$ cat src/common/acis_pkg.sv
/*
 package for the two-wire control slave: address, mode nibbles, sub-address
 map, field widths, reset values and states. assumes nothing beyond a SystemVerilog tool.
*/
package acis_pkg;
    localparam logic [7:0] SLAVE_ADDR_BYTE = 8'h80;
    localparam logic [3:0] MODE_AUTO_INC = 4'h0;
    localparam logic [3:0] MODE_RENEW = 4'h8;
    localparam int VOL_W = 6;
    localparam int TONE_W = 4;
    localparam int NUM_SW = 8;
    localparam logic [3:0] SUB_VOL_L = 4'h0;
    localparam logic [3:0] SUB_VOL_R = 4'h1;
    localparam logic [3:0] SUB_VOL_C = 4'h2;
    localparam logic [3:0] SUB_TREBLE = 4'h3;
    localparam logic [3:0] SUB_BASS = 4'h4;
    localparam logic [3:0] SUB_SURROUND = 4'h5;
    localparam logic [3:0] SUB_SWITCH = 4'h6;
    localparam int SW_CENTER_MUTE = 0;
    localparam int SW_CENTER_SEL = 1;
    localparam int SW_EXT_LOGIC = 2;
    localparam logic [2:0] BIT_LAST = 3'h7;
    localparam logic [VOL_W-1:0] VOL_RESET = 6'h00;
    localparam logic [TONE_W-1:0] TONE_RESET = 4'h0;
    localparam logic [NUM_SW-1:0] SW_RESET = 8'h00;
    localparam logic [3:0] SUB_RESET = 4'h0;
    typedef enum logic [2:0] {
        ACIS_IDLE, ACIS_ADDR, ACIS_SUB, ACIS_DATA, ACIS_ACK, ACIS_IGNORE
    } acis_state_e;
endpackage

$ cat src/rtl/acis_slave.sv
/*
 write-only two-wire slave loading audio control settings.
 assumes scl and sda are asynchronous pins (bench scl period 80 ns) and a
 system clock many times faster than the serial bit rate.
*/
//
// Contract
// - answer only address byte 80 hex
// - upper nibble 0: advance sub-address per byte
// - upper nibble 8: keep same sub-address
// - message: address, sub-address, data, acks
// - start condition begins reception
// - stop condition returns to idle
// - foreign address: ignore until next start
// - pull data low on each ack clock
// - six converter settings, eight switches
// - three six-bit volumes, 00 minimum
// - treble, bass, surround four-bit codes
// - switch bit 0 off, 1 on
// - extension output follows its bit
// - center select: sum 0, input 1
`timescale 1ns/1ps
module acis_slave (
    input wire logic i_clk_sys,
    input wire logic i_nrst,
    input wire logic i_scl,
    input wire logic i_sda,
    output logic o_sda_oe,
    output logic [acis_pkg::VOL_W-1:0] o_vol_left,
    output logic [acis_pkg::VOL_W-1:0] o_vol_right,
    output logic [acis_pkg::VOL_W-1:0] o_vol_center,
    output logic [acis_pkg::TONE_W-1:0] o_treble,
    output logic [acis_pkg::TONE_W-1:0] o_bass,
    output logic [acis_pkg::TONE_W-1:0] o_surround,
    output logic [acis_pkg::NUM_SW-1:0] o_switches,
    output logic o_center_mute,
    output logic o_center_in_sel,
    output logic o_extension_logic_output
);
    logic scl_m_reg;
    logic scl_s_reg;
    logic scl_d_reg;
    logic sda_m_reg;
    logic sda_s_reg;
    logic sda_d_reg;
    acis_pkg::acis_state_e state_reg;
    acis_pkg::acis_state_e after_ack_reg;
    logic [7:0] shift_reg;
    logic [2:0] bit_cnt_reg;
    logic [3:0] sub_reg;
    logic renew_reg;
    logic write_pend_reg;
    logic scl_rise;
    logic scl_fall;
    logic start_cond;
    logic stop_cond;
    logic [7:0] byte_in;

    // only the second and third stages are read, for edges and framing; first stage feeds the second alone
    always_ff @(posedge i_clk_sys)
    begin
        if (!i_nrst)
        begin
            scl_m_reg <= 1'b1;
            scl_s_reg <= 1'b1;
            scl_d_reg <= 1'b1;
            sda_m_reg <= 1'b1;
            sda_s_reg <= 1'b1;
            sda_d_reg <= 1'b1;
        end
        else
        begin
            scl_m_reg <= i_scl;
            scl_s_reg <= scl_m_reg;
            scl_d_reg <= scl_s_reg;
            sda_m_reg <= i_sda;
            sda_s_reg <= sda_m_reg;
            sda_d_reg <= sda_s_reg;
        end
    end

    assign scl_rise = scl_s_reg && !scl_d_reg;
    assign scl_fall = !scl_s_reg && scl_d_reg;
    // data edges while clock high are framing; legal data moves only in clock low
    assign start_cond = scl_s_reg && scl_d_reg && sda_d_reg && !sda_s_reg;
    assign stop_cond = scl_s_reg && scl_d_reg && !sda_d_reg && sda_s_reg;
    assign byte_in = {shift_reg[6:0], sda_s_reg};

    // receive sequencer; no read branch exists, direction bit is part of the address
    always_ff @(posedge i_clk_sys)
    begin
        if (!i_nrst)
        begin
            state_reg <= acis_pkg::ACIS_IDLE;
            after_ack_reg <= acis_pkg::ACIS_IDLE;
            shift_reg <= 8'h00;
            bit_cnt_reg <= 3'h0;
            sub_reg <= acis_pkg::SUB_RESET;
            renew_reg <= 1'b0;
            write_pend_reg <= 1'b0;
            o_sda_oe <= 1'b0;
        end
        else if (start_cond)
        begin
            state_reg <= acis_pkg::ACIS_ADDR;
            bit_cnt_reg <= 3'h0;
            write_pend_reg <= 1'b0;
            o_sda_oe <= 1'b0;
        end
        else if (stop_cond)
        begin
            state_reg <= acis_pkg::ACIS_IDLE;
            write_pend_reg <= 1'b0;
            o_sda_oe <= 1'b0;
        end
        else
        begin
            write_pend_reg <= 1'b0;
            case (state_reg)
                acis_pkg::ACIS_ADDR, acis_pkg::ACIS_SUB, acis_pkg::ACIS_DATA:
                begin
                    if (scl_rise)
                    begin
                        shift_reg <= byte_in;
                        bit_cnt_reg <= bit_cnt_reg + 3'h1;
                        if (bit_cnt_reg == acis_pkg::BIT_LAST)
                        begin
                            state_reg <= acis_pkg::ACIS_ACK;
                            if (state_reg == acis_pkg::ACIS_ADDR)
                            begin
                                if (byte_in == acis_pkg::SLAVE_ADDR_BYTE)
                                    after_ack_reg <= acis_pkg::ACIS_SUB;
                                else
                                    state_reg <= acis_pkg::ACIS_IGNORE;
                            end
                            else if (state_reg == acis_pkg::ACIS_SUB)
                            begin
                                sub_reg <= byte_in[3:0];
                                // other upper nibbles treated as auto-increment
                                renew_reg <= (byte_in[7:4] == acis_pkg::MODE_RENEW);
                                after_ack_reg <= acis_pkg::ACIS_DATA;
                            end
                            else
                            begin
                                after_ack_reg <= acis_pkg::ACIS_DATA;
                            end
                        end
                    end
                end
                acis_pkg::ACIS_ACK:
                begin
                    // drive low from the fall after bit 8 to the fall after ack
                    if (scl_fall && !o_sda_oe)
                        o_sda_oe <= 1'b1;
                    else if (scl_fall && o_sda_oe)
                    begin
                        o_sda_oe <= 1'b0;
                        state_reg <= after_ack_reg;
                        if (after_ack_reg == acis_pkg::ACIS_DATA
                            && state_reg == acis_pkg::ACIS_ACK
                            && bit_cnt_reg == 3'h0)
                            write_pend_reg <= (after_ack_reg == acis_pkg::ACIS_DATA);
                    end
                end
                default:
                begin
                    o_sda_oe <= 1'b0;
                end
            endcase
        end
    end

    // track whether the byte just acked was data, not the sub-address
    logic data_byte_reg;
    always_ff @(posedge i_clk_sys)
    begin
        if (!i_nrst)
            data_byte_reg <= 1'b0;
        else if (start_cond)
            data_byte_reg <= 1'b0;
        else if (write_pend_reg)
            data_byte_reg <= 1'b1;
    end

    logic commit;
    assign commit = write_pend_reg && data_byte_reg;

    // sub-address pointer moves after each committed byte unless renewing
    logic [3:0] ptr_reg;
    always_ff @(posedge i_clk_sys)
    begin
        if (!i_nrst)
            ptr_reg <= acis_pkg::SUB_RESET;
        else if (write_pend_reg && !data_byte_reg)
            ptr_reg <= sub_reg;
        else if (commit && !renew_reg)
            ptr_reg <= ptr_reg + 4'h1;
    end

    // settings only change once the byte is acked; reset clears every setting and switch to zero
    always_ff @(posedge i_clk_sys)
    begin
        if (!i_nrst)
        begin
            o_vol_left <= acis_pkg::VOL_RESET;
            o_vol_right <= acis_pkg::VOL_RESET;
            o_vol_center <= acis_pkg::VOL_RESET;
            o_treble <= acis_pkg::TONE_RESET;
            o_bass <= acis_pkg::TONE_RESET;
            o_surround <= acis_pkg::TONE_RESET;
            o_switches <= acis_pkg::SW_RESET;
            o_center_mute <= 1'b0;
            o_center_in_sel <= 1'b0;
            o_extension_logic_output <= 1'b0;
        end
        else if (commit)
        begin
            if (ptr_reg == acis_pkg::SUB_VOL_L)
                o_vol_left <= shift_reg[acis_pkg::VOL_W-1:0];
            else if (ptr_reg == acis_pkg::SUB_VOL_R)
                o_vol_right <= shift_reg[acis_pkg::VOL_W-1:0];
            else if (ptr_reg == acis_pkg::SUB_VOL_C)
                o_vol_center <= shift_reg[acis_pkg::VOL_W-1:0];
            else if (ptr_reg == acis_pkg::SUB_TREBLE)
                o_treble <= shift_reg[acis_pkg::TONE_W-1:0];
            else if (ptr_reg == acis_pkg::SUB_BASS)
                o_bass <= shift_reg[acis_pkg::TONE_W-1:0];
            else if (ptr_reg == acis_pkg::SUB_SURROUND)
                o_surround <= shift_reg[acis_pkg::TONE_W-1:0];
            else if (ptr_reg == acis_pkg::SUB_SWITCH)
            begin
                o_switches <= shift_reg;
                o_center_mute <= shift_reg[acis_pkg::SW_CENTER_MUTE];
                o_center_in_sel <= shift_reg[acis_pkg::SW_CENTER_SEL];
                o_extension_logic_output <= shift_reg[acis_pkg::SW_EXT_LOGIC];
            end
        end
    end
endmodule

$ cat config.mk
export PLATFORM = sky130hd
export DESIGN_NAME = acis_slave
export DESIGN_NICKNAME = d
export VERILOG_FILES = /design/src/common/acis_pkg.sv /design/src/rtl/acis_slave.sv
export SDC_FILE = /design/constraint.sdc
export NUM_CORES = 1
export LEC_CHECK = 0
export BUFFER_PORTS_ARGS = -buffer_cell sky130_fd_sc_hd__buf_2
export CAP_MARGIN = 10
export CORE_MARGIN = 2
export CORE_UTILIZATION = 59
export CTS_CLUSTER_DIAMETER = 120
export DETAILED_ROUTE_END_ITERATION = 7
export GPL_TIMING_DRIVEN = 0
export MAX_ROUTING_LAYER = met4
export PLACE_DENSITY = 0.82
export SLEW_MARGIN = 30
export SYNTH_ARGS = -nofsm -noshare
export SYNTH_HDL_FRONTEND = slang
export SYNTH_SLANG_ARGS = --single-unit
$ cat constraint.sdc
create_clock -name i_clk_sys -period 4 [get_ports i_clk_sys]
set_input_delay 1.2 -clock i_clk_sys [delete_from_list [all_inputs] [get_ports i_clk_sys]]
set_output_delay 1.2 -clock i_clk_sys [all_outputs]
set_load 0.05 [all_outputs]
==> out/qor_table.md, run 1 <==
| Item | Reported | Unit |
| --- | --- | --- |
| DR iter-0 viols | 147 | - |
| Setup violations, final | 0 | - |
| Total of max-cap violations | 0 | - |
| Max-slew violations | 0 | - |
| First-pass iteration count of the detailed router | 4 | - |
| Net Count, Synth | 318 | - |
| Antenna diode instance count | 0 | - |
| Fraction of layout cells with a size suffix above 1 | 20.7 | % |
| Peak supply drop | 0.306 | mV |
| Synthesized instance count | 307 | - |
| Via Count | 2304 | - |
| Clock tree from TritonCTS | yes | - |
| Async S/R FF share, synth | 0 | % |
| Aggregate global-route resource usage | 23.3 | % |
| Leading register cell type out of synthesis | sky130_fd_sc_hd__dfxtp_1 | - |
| Number of different library cells in the post-synthesis netlist | 45 | - |
| Post-synthesis register bit count | 72 | - |
| Static leakage | 1.65 | nW |
| Skew final | 0.00927 | ns |
| Total design power | 1.33 | mW |
| Minimum period implied by the final worst setup slack | 2.26 | ns |
| Remaining global-route overflow | 0 | - |
| Post-cts hold buffer count | 0 | - |
| Area of the mapped netlist | 3090 | sq um |
| DRC | 0 | - |
| Area post-placement | 3400 | sq um |
| Hold violation total from the final report | 0 | - |
| Post-layout worst setup margin | 1.74 | ns |
| Crit Path Max Fanout | 3 | - |
| Clock tree buffer depth | 2 | - |
| Area inside the core boundary | 5070 | sq um |
| Cells resized by post-CTS repair | 0 | - |
| Setup slack at placement | 1.73 | ns |
| Series of cell instances along the critical path | buf_4, buf_2 | - |
| Final cell utilization of the core | 70.8 | % |
| Pin count of the biggest net entering global routing | 14 | - |
| Number of buffers inserted by post-CTS setup repair | 0 | - |
| Number of antenna-violating nets in the routed design | 0 | - |
| CTS Root Buffer Type | sky130_fd_sc_hd__clkbuf_8 | - |
| Highest attainable clock frequency | 443 | MHz |
| Initial standard-cell utilization of the core | 60.9 | % |
| Final sum of negative setup slack | 0 | ns |
| Largest stage delay, worst path | 0.36 | ns |
| Synth-to-Final Area Change | 16.3 | % |
| Setup repair after global routing missed its margin | false | - |
| Sequential fraction of the synthesis area | 46.7 | % |
| RePlAce Congestion | 0.801 | - |
| Num ports | 46 | - |
| Clock tree sinks | 72 | - |
| Global-route track usage on met2 | 37.6 | % |
| Measured slew at the worst slew-check pin | 0.648 | ns |
| GRT met3 Usage | 4.74 | % |
| Number of enable-type register cells in the synthesized netlist | 0 | - |
| Commonest cells after routing, fill and taps aside | sky130_fd_sc_hd__dfxtp_1 (72), sky130_fd_sc_hd__buf_2 (48), sky130_fd_sc_hd__nor2b_1 (44) | - |
| Cell row count | 26 | - |
| Number of vias per cell | 5.27 | - |
| Kind of start point of the critical path | register | - |
| NumNets Final | 373 | - |
| Floorplan die area | 5830 | sq um |
| Die extent in x | 76.4 | microns |
| Most heavily used metal layer in global routing | met2 | - |
| Most common cell after layout, fill and taps aside | sky130_fd_sc_hd__dfxtp_1 | - |
| Relative max-transition margin | 56.2 | % |
| Routed wirelength normalized by instance count | 14.3 | microns |
| Bufs and invs on worst path | 2 | - |
| Kind of cell with the highest combined delay on the critical path | flip-flops | - |
| CP Data Arrival Time | 1.06 | ns |
| Critical path class | reg2out | - |
| Average cell area after synthesis | 10.1 | sq um |
| First-pass GRT wire length | 10.4 | mm |
| Final HPWL from detailed placement | 4.33 | mm |
| Met1 Resource Use GR | 27.7 | % |
| Worst setup EP type | output port | - |
| Share of the clock period used by the worst path after layout | 56.4 | % |
| Number of global-route vias before repair | 2213 | - |
| Num CTS Buffers | 9 | - |
| Non-Filler Cell Area, Final | 3590 | sq um |
| Die Y-Extent | 76.4 | microns |
| Total Routed Length | 6.23 | mm |
| Deepest level of the CTS H-tree | 3 | - |
| Number of antenna violations at the first check in global routing | 0 | - |
| Data required time of the worst path | 2.80 | ns |
| Clock input transition at the sequential cells of the worst setup and hold paths | 0.08 | ns |
| Min-Delay Path Class | reg2reg | - |
| Pwr dens | 371 | nW/um^2 |
| Outcome | finished clean | - |
| Port Buffer Count | 44 | - |
| Filler cells | 401 | - |
| Warnings, synthesis | 0 | - |
| Critical path's slowest cell | sky130_fd_sc_hd__dfxtp_1 | - |
| Clock Latency Late Sink | 0.35 | ns |
-- metrics by stage --
stage / std cells / hold slack, ns
4_1_cts: 437 / 0.414
5_1_grt: 437 / 0.424
3_5_place_dp: 421 / 0.396
3_3_place_gp: 421 / 0.389
2_1_floorplan: 307 / 0.386
6_report: 437 / 0.409
-- worst paths after layout --
check                                  start  cells after the start                          to  slack (ns)
hold reg to reg         sda_m_reg$_SDFF_PN1_                      1        sda_s_reg$_SDFF_PN1_        0.41
setup / recovery  o_switches[1]$_SDFFE_PN0P_                      2               o_switches[1]        1.74
hold / removal          sda_m_reg$_SDFF_PN1_                      1        sda_s_reg$_SDFF_PN1_        0.41
setup reg to reg     ptr_reg[0]$_SDFFE_PN0P_                      6  o_switches[4]$_SDFFE_PN0P_        2.14
-- cell families (layout without fill, tap and decap cells) --
group | count (synthesis) | after routing | synth area share [%]
mux | 43 | 43 | 13.9
xor+xnor | 3 | 3 | 0.851
fa+ha+maj | 7 | 7 | 2.84
flops | 72 | 72 | 46.7
simple gates | 120 | 120 | 23.5
buf+inv | 28 | 88 | 4.54
compound gates | 34 | 34 | 7.65
-- cells in the mapped netlist (5+ instances only) --
cell,instances,area share (%)
sky130_fd_sc_hd__nand2b_1,11,2.2
sky130_fd_sc_hd__a21oi_1,5,0.81
sky130_fd_sc_hd__a21boi_0,9,2.2
sky130_fd_sc_hd__dfxtp_1,72,47
sky130_fd_sc_hd__nand2_1,21,2.6
sky130_fd_sc_hd__mux2i_1,43,14
sky130_fd_sc_hd__nand3_1,10,1.6
sky130_fd_sc_hd__ha_1,7,2.8
sky130_fd_sc_hd__nor2_1,11,1.3
sky130_fd_sc_hd__inv_1,6,0.73
sky130_fd_sc_hd__nor2b_1,44,8.9
sky130_fd_sc_hd__clkbuf_1,12,1.5
-- final cells by class --
type / instances / area [sq um] / share of cell area, %
multi-input combinational: 207 / 1510 / 42.0
sequential: 72 / 1440 / 40.1
tap: 70 / 87.6 / 2.44
timing repair buffer: 44 / 220 / 6.13
inverter: 6 / 22.5 / 0.627
clock buffer: 10 / 128 / 3.55
clock inverter: 6 / 67.6 / 1.88
buffer: 22 / 118 / 3.27
-- metal layers --
| layer | wire length (microns) | share of wire (%) |
|---|---|---|
| met1 | 2850 | 46 |
| met2 | 3040 | 49 |
| met3 | 246 | 3.9 |
| met4 | 99 | 1.6 |
| met5 | 0 | 0 |
-- power breakdown --
group,switching (mW),internal (mW)
clock network,0.284,0.292
logic,0.0183,0.0151
registers,0.00304,0.719
total,0.306,1.03
No activity file was read; power rests on OpenSTA's default activity.
==> inputs of run 2 (changes only) <==
--- a/config.mk
+++ b/config.mk
@@ -8,12 +8,12 @@
 export BUFFER_PORTS_ARGS = -buffer_cell sky130_fd_sc_hd__buf_2
 export CAP_MARGIN = 10
 export CORE_MARGIN = 2
-export CORE_UTILIZATION = 59
+export CORE_UTILIZATION = 51
 export CTS_CLUSTER_DIAMETER = 120
 export DETAILED_ROUTE_END_ITERATION = 7
 export GPL_TIMING_DRIVEN = 0
 export MAX_ROUTING_LAYER = met4
-export PLACE_DENSITY = 0.82
+export PLACE_DENSITY = 0.75
 export SLEW_MARGIN = 30
 export SYNTH_ARGS = -nofsm -noshare
 export SYNTH_HDL_FRONTEND = slang
==> constraint.sdc (replaced) <==
create_clock -name i_clk_sys -period 2 [get_ports i_clk_sys]
set_input_delay 0.6 -clock i_clk_sys [delete_from_list [all_inputs] [get_ports i_clk_sys]]
set_output_delay 0.6 -clock i_clk_sys [all_outputs]
set_load 0.05 [all_outputs]
==> run 2 against run 1 <==
  * Via count decreased by 3.0%
  * Combinational power increased by 99%
  * Clock skew hardly changed
  * Largest cell class unchanged
  * Largest power group unchanged
==> out/qor_table.md, run 2 (synthesis results as in run 1) <==
| Item | Reported | Unit |
| --- | --- | --- |
| Minimum period implied by the final worst setup slack | 1.83 | ns |
| Number of vias per cell | 5.06 | - |
| Total of max-cap violations | 0 | - |
| Setup violations, final | 0 | - |
| Initial standard-cell utilization of the core | 52.5 | % |
| Launch instance of the worst min-delay path | scl_m_reg$_SDFF_PN1_ | - |
| R2R depth | 6 | - |
| Share of the clock period used by the worst path after layout | 91.4 | % |
| Register cell area after layout | 1440 | sq um |
| Static leakage | 1.66 | nW |
| Number of global-route vias before repair | 2010 | - |
| Source of the critical timing path | ptr_reg[0]$_SDFFE_PN0P_ | - |
| Clock tree buffer depth | 2 | - |
| NumNets Final | 373 | - |
| Final HPWL from detailed placement | 4.33 | mm |
| Max-slew violations | 0 | - |
| Synth-to-Final Area Change | 17.5 | % |
| Floorplan die area | 6700 | sq um |
| Pwr dens | 752 | nW/um^2 |
| Largest stage delay, worst path | 0.43 | ns |
| Kind of start point of the critical path | register | - |
| Clock input transition at the sequential cells of the worst setup and hold paths | 0.08 | ns |
| Peak supply drop | 0.465 | mV |
| Area inside the core boundary | 5890 | sq um |
| Cell row count | 28 | - |
| RePlAce Congestion | 0.867 | - |
| Relative max-transition margin | 59.2 | % |
| Setup repair after global routing missed its margin | false | - |
| Via Count | 2236 | - |
| Number of antenna-violating nets in the routed design | 0 | - |
| Most common cell after layout, fill and taps aside | sky130_fd_sc_hd__dfxtp_1 | - |
| Fraction of layout cells with a size suffix above 1 | 21.3 | % |
| Worst setup EP type | register | - |
| Critical path depth | 6 | - |
| Clock tree sinks | 72 | - |
| Number of buffers inserted by post-CTS setup repair | 0 | - |
| Pin count of the biggest net entering global routing | 14 | - |
| Number of antenna violations at the first check in global routing | 0 | - |
| Deepest level of the CTS H-tree | 3 | - |
| Routed wirelength normalized by instance count | 14.4 | microns |
| Crit Path Max Fanout | 8 | - |
| CTS Root Buffer Type | sky130_fd_sc_hd__clkbuf_8 | - |
| Commonest cells after routing, fill and taps aside | sky130_fd_sc_hd__dfxtp_1 (72), sky130_fd_sc_hd__buf_2 (48), sky130_fd_sc_hd__nor2b_1 (44) | - |
| Series of cell instances along the critical path | inv_1, ha_1, nor2_1, nand3_4, mux2i_1, nor2b_1 | - |
| Skew final | 0.00972 | ns |
| Kind of cell with the highest combined delay on the critical path | simple AND/OR/NAND/NOR gates | - |
| Outcome | finished clean | - |
| Highest attainable clock frequency | 547 | MHz |
| Remaining global-route overflow | 0 | - |
| Source of the worst register-to-register timing path | ptr_reg[0]$_SDFFE_PN0P_ | - |
| First-pass iteration count of the detailed router | 4 | - |
| Final sum of negative setup slack | 0 | ns |
| Hold path cells | 1 | - |
| Critical path's slowest cell | sky130_fd_sc_hd__dfxtp_1 | - |
| Total Routed Length | 6.35 | mm |
| Bufs and invs on worst path | 1 | - |
| DRC | 0 | - |
| Clock Latency Late Sink | 0.35 | ns |
| Footprint of the multi-input gates | 1520 | sq um |
| Measured slew at the worst slew-check pin | 0.606 | ns |
| First-pass GRT wire length | 10.0 | mm |
| Antenna diode instance count | 0 | - |
| Clock tree from TritonCTS | yes | - |
| DR iter-0 viols | 156 | - |
| Data required time of the worst path | 2.24 | ns |
| Port Buffer Count | 44 | - |
| Hold violation total from the final report | 0 | - |
| Critical path class | reg2reg | - |
| Min-Delay Path Class | reg2reg | - |
| Num ports | 46 | - |
| Aggregate global-route resource usage | 21.1 | % |
| Filler cells | 497 | - |
| Post-cts hold buffer count | 0 | - |
| Die Y-Extent | 81.8 | microns |
| Cell count after placement | 426 | - |
| Layout Cells excl Fill | 442 | - |
| Num CTS Buffers | 9 | - |
| Worst-case register-to-register setup slack | 0.17 | ns |
| Die extent in x | 81.8 | microns |
| CP Data Arrival Time | 2.07 | ns |
run 2: per-stage QoR:
stage | area, sq um | total power [mW] | worst slack, ns | hold WS, ns | utilization (%)
floorplan | 3090 | 1.53 | 0.427 | 0.386 | -
global placement | 3400 | 1.54 | 0.175 | 0.397 | 57.8
detailed placement | 3400 | 1.55 | 0.145 | 0.394 | 57.8
CTS | 3620 | 2.76 | 0.0967 | 0.413 | 61.5
global route | 3630 | 2.81 | 0.0279 | 0.433 | 61.7
finish | 3630 | 2.73 | 0.173 | 0.412 | 61.7
run 2: path summary, 6_finish.rpt:
check	end
min reg2reg	scl_s_reg$_SDFF_PN1_
min	scl_s_reg$_SDFF_PN1_
max reg2reg	o_switches[7]$_SDFFE_PN0P_
max	o_switches[7]$_SDFFE_PN0P_
run 2: layout make-up:
cell class              instances  area share, %
plain buffers                  22           3.24
well taps                      75           2.58
flip-flops and latches         72           39.7
clock buffers                  11           4.17
repair buffers                 44           6.06
clock inverters                 5           1.72
inverters                       6          0.620
multi-input cells             207           41.9
run 2: timing repair:
item,4_1_cts,5_1_grt
resized for setup,0,2
endpoints found under the setup margin,0,9
endpoints found under the hold margin,0,0
run 2: power by group:
part | switching (mW) | internal [mW]
Combinational | 0.0363 | 0.0301
Sequential | 0.00622 | 1.44
Clock | 0.565 | 0.653
Total | 0.608 | 2.12
run 2: per-layer routing:
| layer | GRT usage [%] | vias up | routed length [microns] |
|---|---|---|---|
| met3 | 4.29 | 5 | 271 |
| li1 | - | 1156 | - |
| met1 | 27.2 | 1028 | 3090 |
| met5 | - | - | 0 |
| met2 | 31.1 | 47 | 2940 |
| met4 | 11.0 | 0 | 44 |
